===== src/design/mcsr_pkg.sv =====
// shared constants for the core special-function register block
package mcsr_pkg;

  // ----------------------------------------------------------------
  // address space
  // ----------------------------------------------------------------
  // direct addresses with bit 7 set belong to the special space
  localparam int SFR_SPACE_BIT = 7;
  localparam logic [7:0] ADDR_SP = 8'h81;
  localparam logic [7:0] ADDR_DPL = 8'h82;
  localparam logic [7:0] ADDR_DPH = 8'h83;
  localparam logic [7:0] ADDR_PROGRAM_CONTROL = 8'h87;
  localparam logic [7:0] ADDR_CFG = 8'hAF;
  localparam logic [7:0] ADDR_PSW = 8'hD0;
  localparam logic [7:0] ADDR_ACC = 8'hE0;
  localparam logic [7:0] ADDR_B = 8'hF0;

  // ----------------------------------------------------------------
  // reset values
  // ----------------------------------------------------------------
  localparam logic [7:0] RST_SP = 8'h07;
  localparam logic [7:0] RST_CFG = 8'h81;
  localparam logic [7:0] RST_ZERO = 8'h00;

  // ----------------------------------------------------------------
  // field positions
  // ----------------------------------------------------------------
  localparam int PSW_CY = 7;
  localparam int PSW_AC = 6;
  localparam int PSW_F0 = 5;
  localparam int PSW_RS_HI = 4;
  localparam int PSW_RS_LO = 3;
  localparam int PSW_OV = 2;
  localparam int PSW_F1 = 1;
  localparam int PSW_P = 0;
  localparam int PROGRAM_CONTROL_BAUD = 7;
  localparam int BIT_IDX_W = 3;
  localparam int BANK_W = 2;

  // ----------------------------------------------------------------
  // instruction class driving the flag update, one-hot
  // ----------------------------------------------------------------
  typedef enum logic [6:0] {
    MCSR_OP_NONE  = 7'h01,
    MCSR_OP_ADD   = 7'h02,
    MCSR_OP_ADDC  = 7'h04,
    MCSR_OP_SUBB  = 7'h08,
    MCSR_OP_MUL   = 7'h10,
    MCSR_OP_DIV   = 7'h20,
    MCSR_OP_OTHER = 7'h40
  } mcsr_alu_op_t;

endpackage : mcsr_pkg


===== src/design/mcsr_core_regs.sv =====
// core special-function registers: status, pointers, accumulator, config
// What this block does
// RULE1: special registers occupy upper 128 data bytes, direct access only.
// RULE2: fetch counter, opcode holder and register banks stay outside.
// RULE3: status at D0, result at E0, operand at F0, all bit addressable.
// RULE4: program control at 87, byte access only.
// RULE5: core configuration at AF, byte access only.
// RULE6: stack pointer at 81, byte access only.
// RULE7: carry bit 7 and overflow bit 2 follow add, addc, subb, mul, div.
// RULE8: nibble carry bit 6 follows only add and addc.
// RULE9: status bits 5 and 1 are user flags changed only by software.
// RULE10: status bits 4:3 select register bank 0 to 3.
// RULE11: status bit 0 keeps result register plus parity bit even.
// RULE12: program control bit 7 doubles baud rate, zero after reset.
// RULE13: software writes program control bits 6:0 as zero.
// RULE14: data pointer low byte at 82, zero after reset.
// RULE15: data pointer high byte at 83, zero after reset.
// RULE16: data pointer pair is high and low byte, not bit addressable.
// RULE17: stack pointer resets to 7.
// RULE18: four eight-byte banks fill the first 32 ram bytes.
// RULE19: parity bit is read-only; writes never override it.
`timescale 1ns/1ns
module mcsr_core_regs #(
  parameter int IDX_W = 3
) (
  input wire logic clk_i,
  input wire logic rst_i,
  // direct byte access from the core
  input wire logic [7:0] sfr_addr_i,
  input wire logic sfr_indirect_i,
  input wire logic sfr_wr_i,
  input wire logic sfr_rd_i,
  input wire logic [7:0] sfr_wdata_i,
  output logic [7:0] sfr_rdata_o,
  output logic sfr_hit_o,
  // single-bit access
  input wire logic [7:0] bit_addr_i,
  input wire logic bit_wr_i,
  input wire logic bit_rd_i,
  input wire logic bit_wdata_i,
  output logic bit_rdata_o,
  // instruction side effects
  input wire mcsr_pkg::mcsr_alu_op_t alu_op_i,
  input wire logic alu_cy_i,
  input wire logic alu_ac_i,
  input wire logic alu_ov_i,
  input wire logic acc_we_i,
  input wire logic [7:0] acc_d_i,
  input wire logic b_we_i,
  input wire logic [7:0] b_d_i,
  input wire logic data_ptr_pair_we_i,
  input wire logic [15:0] data_ptr_pair_d_i,
  input wire logic sp_we_i,
  input wire logic [7:0] sp_d_i,
  input wire logic [IDX_W-1:0] reg_idx_i,
  // register contents toward the core
  output logic [7:0] acc_o,
  output logic [7:0] b_o,
  output logic [7:0] psw_o,
  output logic [15:0] data_ptr_pair_o,
  output logic [7:0] sp_o,
  output logic baud_doubler_o,
  output logic [7:0] core_config_o,
  output logic [mcsr_pkg::BANK_W+IDX_W-1:0] bank_reg_addr_o
);

  // ----------------------------------------------------------------
  // state
  // ----------------------------------------------------------------
  typedef struct packed {
    logic [7:0] acc;
    logic [7:0] b;
    logic [7:0] program_status_word;
    logic [7:0] data_ptr_low;
    logic [7:0] data_ptr_high;
    logic [7:0] sp;
    logic baud;
    logic [7:0] cfg;
    logic [7:0] rdata;
    logic hit;
    logic bit_rdata;
  } mcsr_state_t;

  mcsr_state_t state_q;
  mcsr_state_t state_d;

  logic parity;
  logic dir_ok;
  logic bit_ok;
  logic [7:0] bit_byte;
  logic [mcsr_pkg::BIT_IDX_W-1:0] bit_idx;
  logic flag_op;
  logic nibble_op;
  logic [7:0] psw_view;

  // ----------------------------------------------------------------
  // helpers
  // ----------------------------------------------------------------
  // parity is never stored, so no write path can disturb it
  mcsr_parity #(
    .WIDTH(8)
  ) u_parity (
    .data_i(state_q.acc),
    .parity_o(parity)
  ); // RULE11

  // banks sit outside this space; only their ram address is formed here
  mcsr_bank_addr #(
    .BANK_W(mcsr_pkg::BANK_W),
    .IDX_W(IDX_W)
  ) u_bank (
    .bank_select_i(state_q.program_status_word[mcsr_pkg::PSW_RS_HI:mcsr_pkg::PSW_RS_LO]),
    .reg_idx_i(reg_idx_i),
    .ram_addr_o(bank_reg_addr_o)
  ); // RULE10 RULE18 RULE2

  // ----------------------------------------------------------------
  // decode
  // ----------------------------------------------------------------
  // indirect access to the upper half reaches ram, never these registers
  assign dir_ok = sfr_addr_i[mcsr_pkg::SFR_SPACE_BIT]
      & ~sfr_indirect_i; // RULE1
  assign bit_ok = bit_addr_i[mcsr_pkg::SFR_SPACE_BIT];
  assign bit_byte = {bit_addr_i[7:3], 3'h0};
  assign bit_idx = bit_addr_i[2:0];
  assign flag_op = alu_op_i inside {mcsr_pkg::MCSR_OP_ADD,
      mcsr_pkg::MCSR_OP_ADDC, mcsr_pkg::MCSR_OP_SUBB,
      mcsr_pkg::MCSR_OP_MUL, mcsr_pkg::MCSR_OP_DIV};
  assign nibble_op = alu_op_i inside {mcsr_pkg::MCSR_OP_ADD,
      mcsr_pkg::MCSR_OP_ADDC};
  assign psw_view = {state_q.program_status_word[7:1], parity}; // RULE19

  // ----------------------------------------------------------------
  // next state
  // ----------------------------------------------------------------
  // instruction effects come last so they win over a software write
  always_comb begin
    state_d = state_q;
    // byte writes, only for registers of this space
    if (sfr_wr_i && dir_ok) begin
      unique case (sfr_addr_i)
        mcsr_pkg::ADDR_SP: state_d.sp = sfr_wdata_i; // RULE6
        mcsr_pkg::ADDR_DPL: state_d.data_ptr_low = sfr_wdata_i; // RULE14
        mcsr_pkg::ADDR_DPH: state_d.data_ptr_high = sfr_wdata_i; // RULE15
        mcsr_pkg::ADDR_PROGRAM_CONTROL: begin
          // reserved bits are not kept and read back zero
          state_d.baud = sfr_wdata_i[mcsr_pkg::PROGRAM_CONTROL_BAUD]; // RULE4 RULE12
        end
        mcsr_pkg::ADDR_CFG: state_d.cfg = sfr_wdata_i; // RULE5
        mcsr_pkg::ADDR_PSW: begin
          state_d.program_status_word = sfr_wdata_i; // RULE3 RULE9 RULE10
        end
        mcsr_pkg::ADDR_ACC: state_d.acc = sfr_wdata_i; // RULE3
        mcsr_pkg::ADDR_B: state_d.b = sfr_wdata_i; // RULE3
        default: begin
        end
      endcase
    end
    // bit writes reach only the three bit-addressable registers
    if (bit_wr_i && bit_ok) begin
      unique case (bit_byte)
        mcsr_pkg::ADDR_PSW: state_d.program_status_word[bit_idx] = bit_wdata_i; // RULE3
        mcsr_pkg::ADDR_ACC: state_d.acc[bit_idx] = bit_wdata_i; // RULE3
        mcsr_pkg::ADDR_B: state_d.b[bit_idx] = bit_wdata_i; // RULE3
        default: begin
        end
      endcase
    end
    // instruction results
    if (acc_we_i) begin
      state_d.acc = acc_d_i;
    end
    if (b_we_i) begin
      state_d.b = b_d_i;
    end
    if (data_ptr_pair_we_i) begin
      state_d.data_ptr_high = data_ptr_pair_d_i[15:8]; // RULE16
      state_d.data_ptr_low = data_ptr_pair_d_i[7:0]; // RULE16
    end
    if (sp_we_i) begin
      state_d.sp = sp_d_i;
    end
    // user flags are deliberately absent from this list
    if (flag_op) begin
      state_d.program_status_word[mcsr_pkg::PSW_CY] = alu_cy_i; // RULE7
      state_d.program_status_word[mcsr_pkg::PSW_OV] = alu_ov_i; // RULE7
    end
    if (nibble_op) begin
      state_d.program_status_word[mcsr_pkg::PSW_AC] = alu_ac_i; // RULE8
    end
    // stored parity slot is dead; the live value is substituted on read
    state_d.program_status_word[mcsr_pkg::PSW_P] = 1'b0; // RULE19
    // byte read, registered; unmapped addresses answer zero
    state_d.rdata = mcsr_pkg::RST_ZERO;
    state_d.hit = 1'b0;
    if (sfr_rd_i && dir_ok) begin
      state_d.hit = 1'b1;
      unique case (sfr_addr_i)
        mcsr_pkg::ADDR_SP: state_d.rdata = state_q.sp;
        mcsr_pkg::ADDR_DPL: state_d.rdata = state_q.data_ptr_low;
        mcsr_pkg::ADDR_DPH: state_d.rdata = state_q.data_ptr_high;
        mcsr_pkg::ADDR_PROGRAM_CONTROL: begin
          state_d.rdata = mcsr_pkg::RST_ZERO;
          state_d.rdata[mcsr_pkg::PROGRAM_CONTROL_BAUD] = state_q.baud;
        end
        mcsr_pkg::ADDR_CFG: state_d.rdata = state_q.cfg;
        mcsr_pkg::ADDR_PSW: state_d.rdata = psw_view;
        mcsr_pkg::ADDR_ACC: state_d.rdata = state_q.acc;
        mcsr_pkg::ADDR_B: state_d.rdata = state_q.b;
        default: state_d.hit = 1'b0;
      endcase
    end
    // bit read, registered, same three registers only
    state_d.bit_rdata = 1'b0;
    if (bit_rd_i && bit_ok) begin
      unique case (bit_byte)
        mcsr_pkg::ADDR_PSW: state_d.bit_rdata = psw_view[bit_idx];
        mcsr_pkg::ADDR_ACC: state_d.bit_rdata = state_q.acc[bit_idx];
        mcsr_pkg::ADDR_B: state_d.bit_rdata = state_q.b[bit_idx];
        default: state_d.bit_rdata = 1'b0;
      endcase
    end
  end

  // ----------------------------------------------------------------
  // registers
  // ----------------------------------------------------------------
  always_ff @(posedge clk_i) begin
    if (rst_i) begin
      state_q <= '0;
      state_q.sp <= mcsr_pkg::RST_SP; // RULE17
      state_q.data_ptr_low <= mcsr_pkg::RST_ZERO; // RULE14
      state_q.data_ptr_high <= mcsr_pkg::RST_ZERO; // RULE15
      state_q.baud <= 1'b0; // RULE12
      state_q.cfg <= mcsr_pkg::RST_CFG;
    end else begin
      state_q <= state_d;
    end
  end

  // ----------------------------------------------------------------
  // outputs
  // ----------------------------------------------------------------
  assign acc_o = state_q.acc;
  assign b_o = state_q.b;
  assign psw_o = psw_view;
  assign data_ptr_pair_o = {state_q.data_ptr_high, state_q.data_ptr_low}; // RULE16
  assign sp_o = state_q.sp;
  assign baud_doubler_o = state_q.baud; // RULE12
  assign core_config_o = state_q.cfg;
  assign sfr_rdata_o = state_q.rdata;
  assign sfr_hit_o = state_q.hit;
  assign bit_rdata_o = state_q.bit_rdata;

  logic psw_sw_touch;
  assign psw_sw_touch =
      (sfr_wr_i && dir_ok && sfr_addr_i == mcsr_pkg::ADDR_PSW)
      || (bit_wr_i && bit_ok && bit_byte == mcsr_pkg::ADDR_PSW);
endmodule : mcsr_core_regs


===== src/design/mcsr_parity.sv =====
// even-parity bit generator for the arithmetic result register
`timescale 1ns/1ns
module mcsr_parity #(
  parameter int WIDTH = 8
) (
  input wire logic [WIDTH-1:0] data_i,
  output logic parity_o
);

  // ----------------------------------------------------------------
  // running xor, one stage per bit
  // ----------------------------------------------------------------
  logic [WIDTH:0] chain;

  assign chain[0] = 1'b0;
  genvar gi;
  generate
    for (gi = 0; gi < WIDTH; gi++) begin : g_xor
      assign chain[gi+1] = chain[gi] ^ data_i[gi];
    end
  endgenerate

  // high when the data holds an odd count of ones, so the sum is even
  assign parity_o = chain[WIDTH];

endmodule : mcsr_parity


===== src/design/mcsr_bank_addr.sv =====
// register-bank address former: bank select plus register index
`timescale 1ns/1ns
module mcsr_bank_addr #(
  parameter int BANK_W = 2,
  parameter int IDX_W = 3
) (
  input wire logic [BANK_W-1:0] bank_select_i,
  input wire logic [IDX_W-1:0] reg_idx_i,
  output logic [BANK_W+IDX_W-1:0] ram_addr_o
);

  // ----------------------------------------------------------------
  // banks of eight bytes stacked from ram address zero
  // ----------------------------------------------------------------
  assign ram_addr_o = {bank_select_i, reg_idx_i};

endmodule : mcsr_bank_addr


===== config.mk =====
export PLATFORM = sky130hd
export DESIGN_NAME = mcsr_core_regs
export DESIGN_NICKNAME = d
export VERILOG_FILES = /design/src/design/mcsr_pkg.sv /design/src/design/mcsr_core_regs.sv /design/src/design/mcsr_parity.sv /design/src/design/mcsr_bank_addr.sv
export SDC_FILE = /design/constraint.sdc
export NUM_CORES = 1
export LEC_CHECK = 0
export BUFFER_PORTS_ARGS = -buffer_cell sky130_fd_sc_hd__buf_4
export CAP_MARGIN = 25
export CORE_UTILIZATION = 45
export CTS_CLUSTER_SIZE = 30
export DETAILED_ROUTE_END_ITERATION = 10
export PLACE_DENSITY = 0.76
export SETUP_SLACK_MARGIN = 0.02
export SYNTH_ARGS = -nofsm -noshare
export SYNTH_HDL_FRONTEND = slang
export SYNTH_SLANG_ARGS = --single-unit

===== constraint.sdc =====
create_clock -name clk_i -period 1.73 [get_ports clk_i]
set_input_delay 0.0865 -clock clk_i [delete_from_list [all_inputs] [get_ports clk_i]]
set_output_delay 0.0865 -clock clk_i [all_outputs]
set_load 0.01 [all_outputs]

## Word level (Yosys, flattened, before mapping)

Cells that the tools add are included.

| word-level totals | value |
|---|---|
| output and inout port bits | 72 |
| logic and storage cells | 95 |
| flip-flop bits (word level) | 67 |

| cells by class | value |
|---|---|
| magnitude comparators | 2 |
| bitwise gates (word level) | 11 |
| equal/unequal tests | 16 |
| muxes and demuxes | 34 |
| reduce and logical (&&, ||, !) cells | 20 |

Operator list:

| cell | number |
|---|---|
| 8-bit 2-to-1 mux | 13 |
| 8-bit == test, second input constant | 8 |
| 8-bit case mux with 8 select lines | 1 |
| 57-bit 2-to-1 mux | 1 |
| 8-bit bitwise mux | 3 |
| 24-bit 2-to-1 mux | 1 |
| 16-bit 2-to-1 mux | 1 |
| 5-bit == test, second input constant | 3 |
| 2-bit nonzero test | 6 |
| 2-bit AND reduction | 5 |
| 1-bit binary-select mux with 3-bit select | 3 |
| 1-bit 2-to-1 mux | 9 |
| 8-bit OR reduction | 1 |
| 7-bit by 2-bit == test with 1-bit output, second input constant | 1 |
| 7-bit by 3-bit == test with 1-bit output, second input constant | 1 |
| 7-bit by 4-bit == test with 1-bit output, second input constant | 1 |
| 7-bit by 5-bit == test with 1-bit output, second input constant | 1 |
| 7-bit by 6-bit == test with 1-bit output, second input constant | 1 |
| 1-bit XOR | 7 |
| 1-bit logical AND | 5 |
| 5-bit nonzero test | 1 |
| 3-bit by 4-bit less-than comparator with 1-bit output, second input constant | 1 |
| 2-bit OR reduction | 2 |
| 1-bit demux with 3-bit select | 1 |
| 4 further kinds | 6 |

## Depth between registers and ports, before layout

| depth | value |
|---|---|
| depth after elaboration | 10 |
| gate-level depth with buffers | 8 |

## Cells and area by module

From an unflattened synthesis, not the netlist that was laid out.

| unflattened totals | value |
|---|---|
| cell total of the unflattened synthesis | 500 |
| area, all modules | 4342.9 sq um |

By module, submodules not included:

| module | cells each | area each (sq um) | sequential area each (sq um) | times used |
|---|---|---|---|---|
| mcsr_core_regs | 488 | 4244.1 | 1321.3 | 1 |
| mcsr_parity | 7 | 61.3 | 0.0 | 1 |
| mcsr_bank_addr | 5 | 37.5 | 0.0 | 1 |

## Least setup slack after synthesis

No wires, ideal clock.

| timing | value |
|---|---|
| path type | in2reg |
| from | in sfr_addr_i[1] |
| to | reg state_q (netlist bit b_o[2]) |
| setup slack | -0.136 ns |
| required time | 1.613 ns |
| path buffers | 1 |
| arrival | 1.749 ns |
| stages on the path | 6 |
| path through | or4b_4 -> or4_1 -> buf_2 -> a22oi_1 -> nand2_1 -> a32o_1 |

| on the way | value |
|---|---|
| word-level cells in the longest chain between the ends | 7 |

RTL lines:

| what | RTL line | source |
|---|---|---|
| start: declaration | mcsr_core_regs.sv:29 | `input wire logic [7:0] sfr_addr_i,` |
| 8-bit == test (*) | mcsr_core_regs.sv:141 | `unique case (sfr_addr_i)` |
| 8-bit 2-to-1 mux (*) | mcsr_core_regs.sv:141 |  |
| 57-bit 2-to-1 mux (*) | mcsr_core_regs.sv:140 | `if (sfr_wr_i && dir_ok) begin` |
| 8-bit bitwise mux | mcsr_core_regs.sv:164 | `mcsr_pkg::ADDR_B: state_d.b[bit_idx] = bit_wdata_i;` |
| 8-bit 2-to-1 mux | mcsr_core_regs.sv:161 | `unique case (bit_byte)` |
| 24-bit 2-to-1 mux (*) | mcsr_core_regs.sv:160 | `if (bit_wr_i && bit_ok) begin` |
| 8-bit 2-to-1 mux (*) | mcsr_core_regs.sv:173 | `if (b_we_i) begin` |
| end signal: assignment | mcsr_core_regs.sv:237 | `state_q <= state_d;` |
| end: declaration | mcsr_core_regs.sv:84 | `mcsr_state_t state_q;` |

Mark *: on every way between the ends. The rest lies on a longest branch, timed or not. The select of a mux whose other input is x is not followed.
A chain may end at the register's enable or synchronous reset.

## Worst setup path after layout

| timing | value |
|---|---|
| from | in sfr_addr_i[3] |
| to | reg state_q (netlist bit acc_o[4]) |

| on the way | value |
|---|---|
| word-level cells in the longest chain between the ends | 7 |

RTL lines:

| what | RTL line | source |
|---|---|---|
| 8-bit == test (*) | mcsr_core_regs.sv:141 |  |
| 8-bit 2-to-1 mux (*) | mcsr_core_regs.sv:141 |  |
| 57-bit 2-to-1 mux (*) | mcsr_core_regs.sv:140 |  |
| 8-bit bitwise mux | mcsr_core_regs.sv:163 | `mcsr_pkg::ADDR_ACC: state_d.acc[bit_idx] = bit_wdata_i;` |
| 8-bit 2-to-1 mux | mcsr_core_regs.sv:161 |  |
| 24-bit 2-to-1 mux (*) | mcsr_core_regs.sv:160 |  |
| 8-bit 2-to-1 mux (*) | mcsr_core_regs.sv:170 | `if (acc_we_i) begin` |

Marked as above.

==> results.yml <==
placed_design:
  dp.cells: 756
  io_buffers: 154
  dp_hpwl_um: 11480
  gp_congestion: 0.9324
  place_area_mm2: 0.005570
floorplanning:
  die-area_mm2: 0.009435
  design.core.area_mm2: 0.008721
  dieWidth_um: 97.14
  io_pins: 161
  start_util_pct: 46.70
  fp-row-count: 34
  chipHeight_um: 97.14
timing:
  slew_headroom_pct: 60.53
  fin_crit_ps: 1680
  post-route-period-util_pct: 97.09
  final_max_slew_viol_count: 0
  setup_viol: 0
  hold_viol: 0
  max_freq_mhz: 595.4
  timing_worst_slew_pin_value_ps: 590.9
  holdWs_ps: 17.35
  grt_setup_unrepaired: "true"
  setup_tns_ps: 0
  finClkSkew_ps: 7.551
synthesis:
  synth_ff_type: "dfxtp_1"
  synth_area_per_cell_um2: 8.415
  yosys_warnings: 0
  synth_edf_count: 0
  syn_inst: 484
  async_flop_share_pct: 0
  syn-cell-area_mm2: 0.004073
  ys_seq_area_share_pct: 32.44
  synth_cell_types: 51
  syn-num-nets: 573
  synth-seq-cells: 66
power_and_ir_drop:
  p_per_area_mw_per_mm2: 639.3
  p_switching_mw: 1.132
  p_seq_share_pct: 42.3
  clkPwrFrac_pct: 34.9
  p_total_mw: 3.880
  internal_power_mw: 2.748
  leakage_nw: 2.650
  combPwrFrac_pct: 22.8
  ir_drop_mv: 0.4333
  swShare_pct: 29.18
hold_path:
  min_path_type: "in2reg"
  hp-start: "data_ptr_pair_d_i[5]"
  holdPathStages: 3
setup_path:
  critPathKind: "in2reg"
  path_max_fanout: 7
  arrival_ps: 1920
  cp-end-kind: "register"
  start_kind: "input port"
  r2r-start: "acc_o[7]"
  crit_start: "sfr_addr_i[3]"
  cp.required_ps: 1970
  r2r_cells: 6
grt:
  antenna_found_initial: 0
  grt_overflow: 0
  track_usage_pct: 31.95
  first_global_vias: 4507
  grt_max_degree: 33
  grt_first_pass_wirelength_um: 23690
layout:
  final_nets: 776
  final_cells: 800
  synthToLayoutAreaGrowth_pct: 49.03
  drive_above_1_share_pct: 36.99
  diodes: 0
  final_area_mm2: 0.006070
cts:
  clkSinkCount: 66
  cts_buffers: 9
  htreeDepth: 3
  clk_pin_slew_ps: 80
  clock-root-buffer: "clkbuf_8"
  clock_path_buffers: 2
  clk_latency_ps: 350
  cts_tree: "done"
run_status:
  status: "finished, final reports clean"
routing:
  drc: 0
  dr.pass1.iters: 5
  drt_iter0_drc: 344
  drt_wl_total_um: 15210
  viasPerCell: 5.835
  antenna_left: 0
  dr_total_vias: 4668
  wl_per_cell_um: 19.01
flow_run:
  maxCapViolCount: 0
## synth_stat cells, drive strengths merged (8+ instances only)
cell type | number | area (um2)
nor3 | 9 | 56.31
mux2i | 42 | 420.4
nand3 | 10 | 50.05
a22oi | 25 | 187.7
dfxtp | 66 | 1321
inv | 8 | 30.03
clkbuf | 23 | 86.33
a21oi | 22 | 110.1
nand2b | 10 | 62.56
nor2b | 10 | 62.56
mux2 | 22 | 247.7
o21ai | 12 | 60.06
buf | 12 | 70.06
nand2 | 62 | 232.7
nor2 | 44 | 165.2
xnor2 | 8 | 70.07
a32o | 11 | 110.1
a211oi | 18 | 135.1
## layer usage
| layer | up-vias | GRT usage (%) | part of all wire [%] | routed length [um] |
|---|---|---|---|---|
| met5 | - | 0 | 0 | 0 |
| met4 | 0 | 13.20 | 3.2 | 494 |
| met3 | 38 | 6.906 | 8.3 | 1262 |
| met2 | 236 | 50.87 | 47 | 7135 |
| met1 | 2192 | 41.90 | 42 | 6315 |
| li1 | 2202 | - | - | - |
## per-stage QoR
step                      utilization [%]  worst slack [ps]
final                               69.60             50.40
after global routing                69.60             13.54
after CTS                           69.28             31.12
after detailed placement            63.87            -267.7
after global placement              63.87            -233.1
after floorplan                         -            -109.0
## what timing repair did
item	CTS	global route
cloned	0	0
resized for setup	1	4
pin swaps	0	3
setup buffers	0	2
setup endpoints to repair	1	3
hold buffers	26	0
endpoints found under the hold margin	26	0
## worst paths after layout
kind	endpoint	slack, ps
max	acc_o[4]	50
min	data_ptr_pair_o[5]	20
max reg2reg	sfr_rdata_o[7]	280
min reg2reg	core_config_o[6]	490
## critical path, stage by stage
cell     delay (ps)
buf_4           120
or4b_4          570
or4_4           620
a22oi_2         210
nand2_1          70
a32o_1          240
## area by class of cell
type                            instances  area, um2
Tap cell                              108      135.1
Clock inverter                          6      66.31
Sequential cell                        66       1324
Fill cell                             696       2651
Timing Repair Buffer                  227       1782
Clock buffer                           10      137.6
Multi-Input combinational cell        375       2595
Inverter                                8      30.03
## sequential cells by signal, indices dropped and copies added (netlist names)
signal and count:
sfr_rdata_o 8, core_config_o 8, psw_o 7, sp_o 8, baud_doubler_o 1, sfr_hit_o 1, data_ptr_pair_o 16, acc_o 8
bit_rdata_o 1, b_o 8
## power by group through the flow
| stage | sequential (mW) | clock, mW | combinational (mW) |
|---|---|---|---|
| 6_report | 1.64 | 1.35 | 0.886 |
| 5_1_grt | 1.65 | 1.43 | 0.943 |
| 4_1_cts | 1.64 | 1.36 | 0.873 |
| 3_5_place_dp | 1.67 | 0 | 0.814 |
| 3_3_place_gp | 1.67 | 0 | 0.800 |
| 2_1_floorplan | 1.69 | 0 | 0.366 |
## cell families after synthesis
family	after synthesis	share of synthesized area, %
multiplexers	66	17.51
XOR/XNOR	10	2.151
buffers and inverters	43	4.577
AND/OR/NAND/NOR	180	22.21
AO/OA/AOI/OAI	119	21.11
flip-flops	66	32.44
## layout by cell type (no fill, tap or decap), drive strengths merged, types with 10 or more instances in the layout
master and n:
buf 201, dfxtp 66, nand2 62, nor2 44, mux2i 42, dlygate4sd3 26
a22oi 25, a21oi 22, mux2 22, a211oi 18, o21ai 12, a32o 11
nand2b 10, nor2b 10, nand3 10, clkbuf 10
No activity file was read; power rests on OpenSTA's default activity.
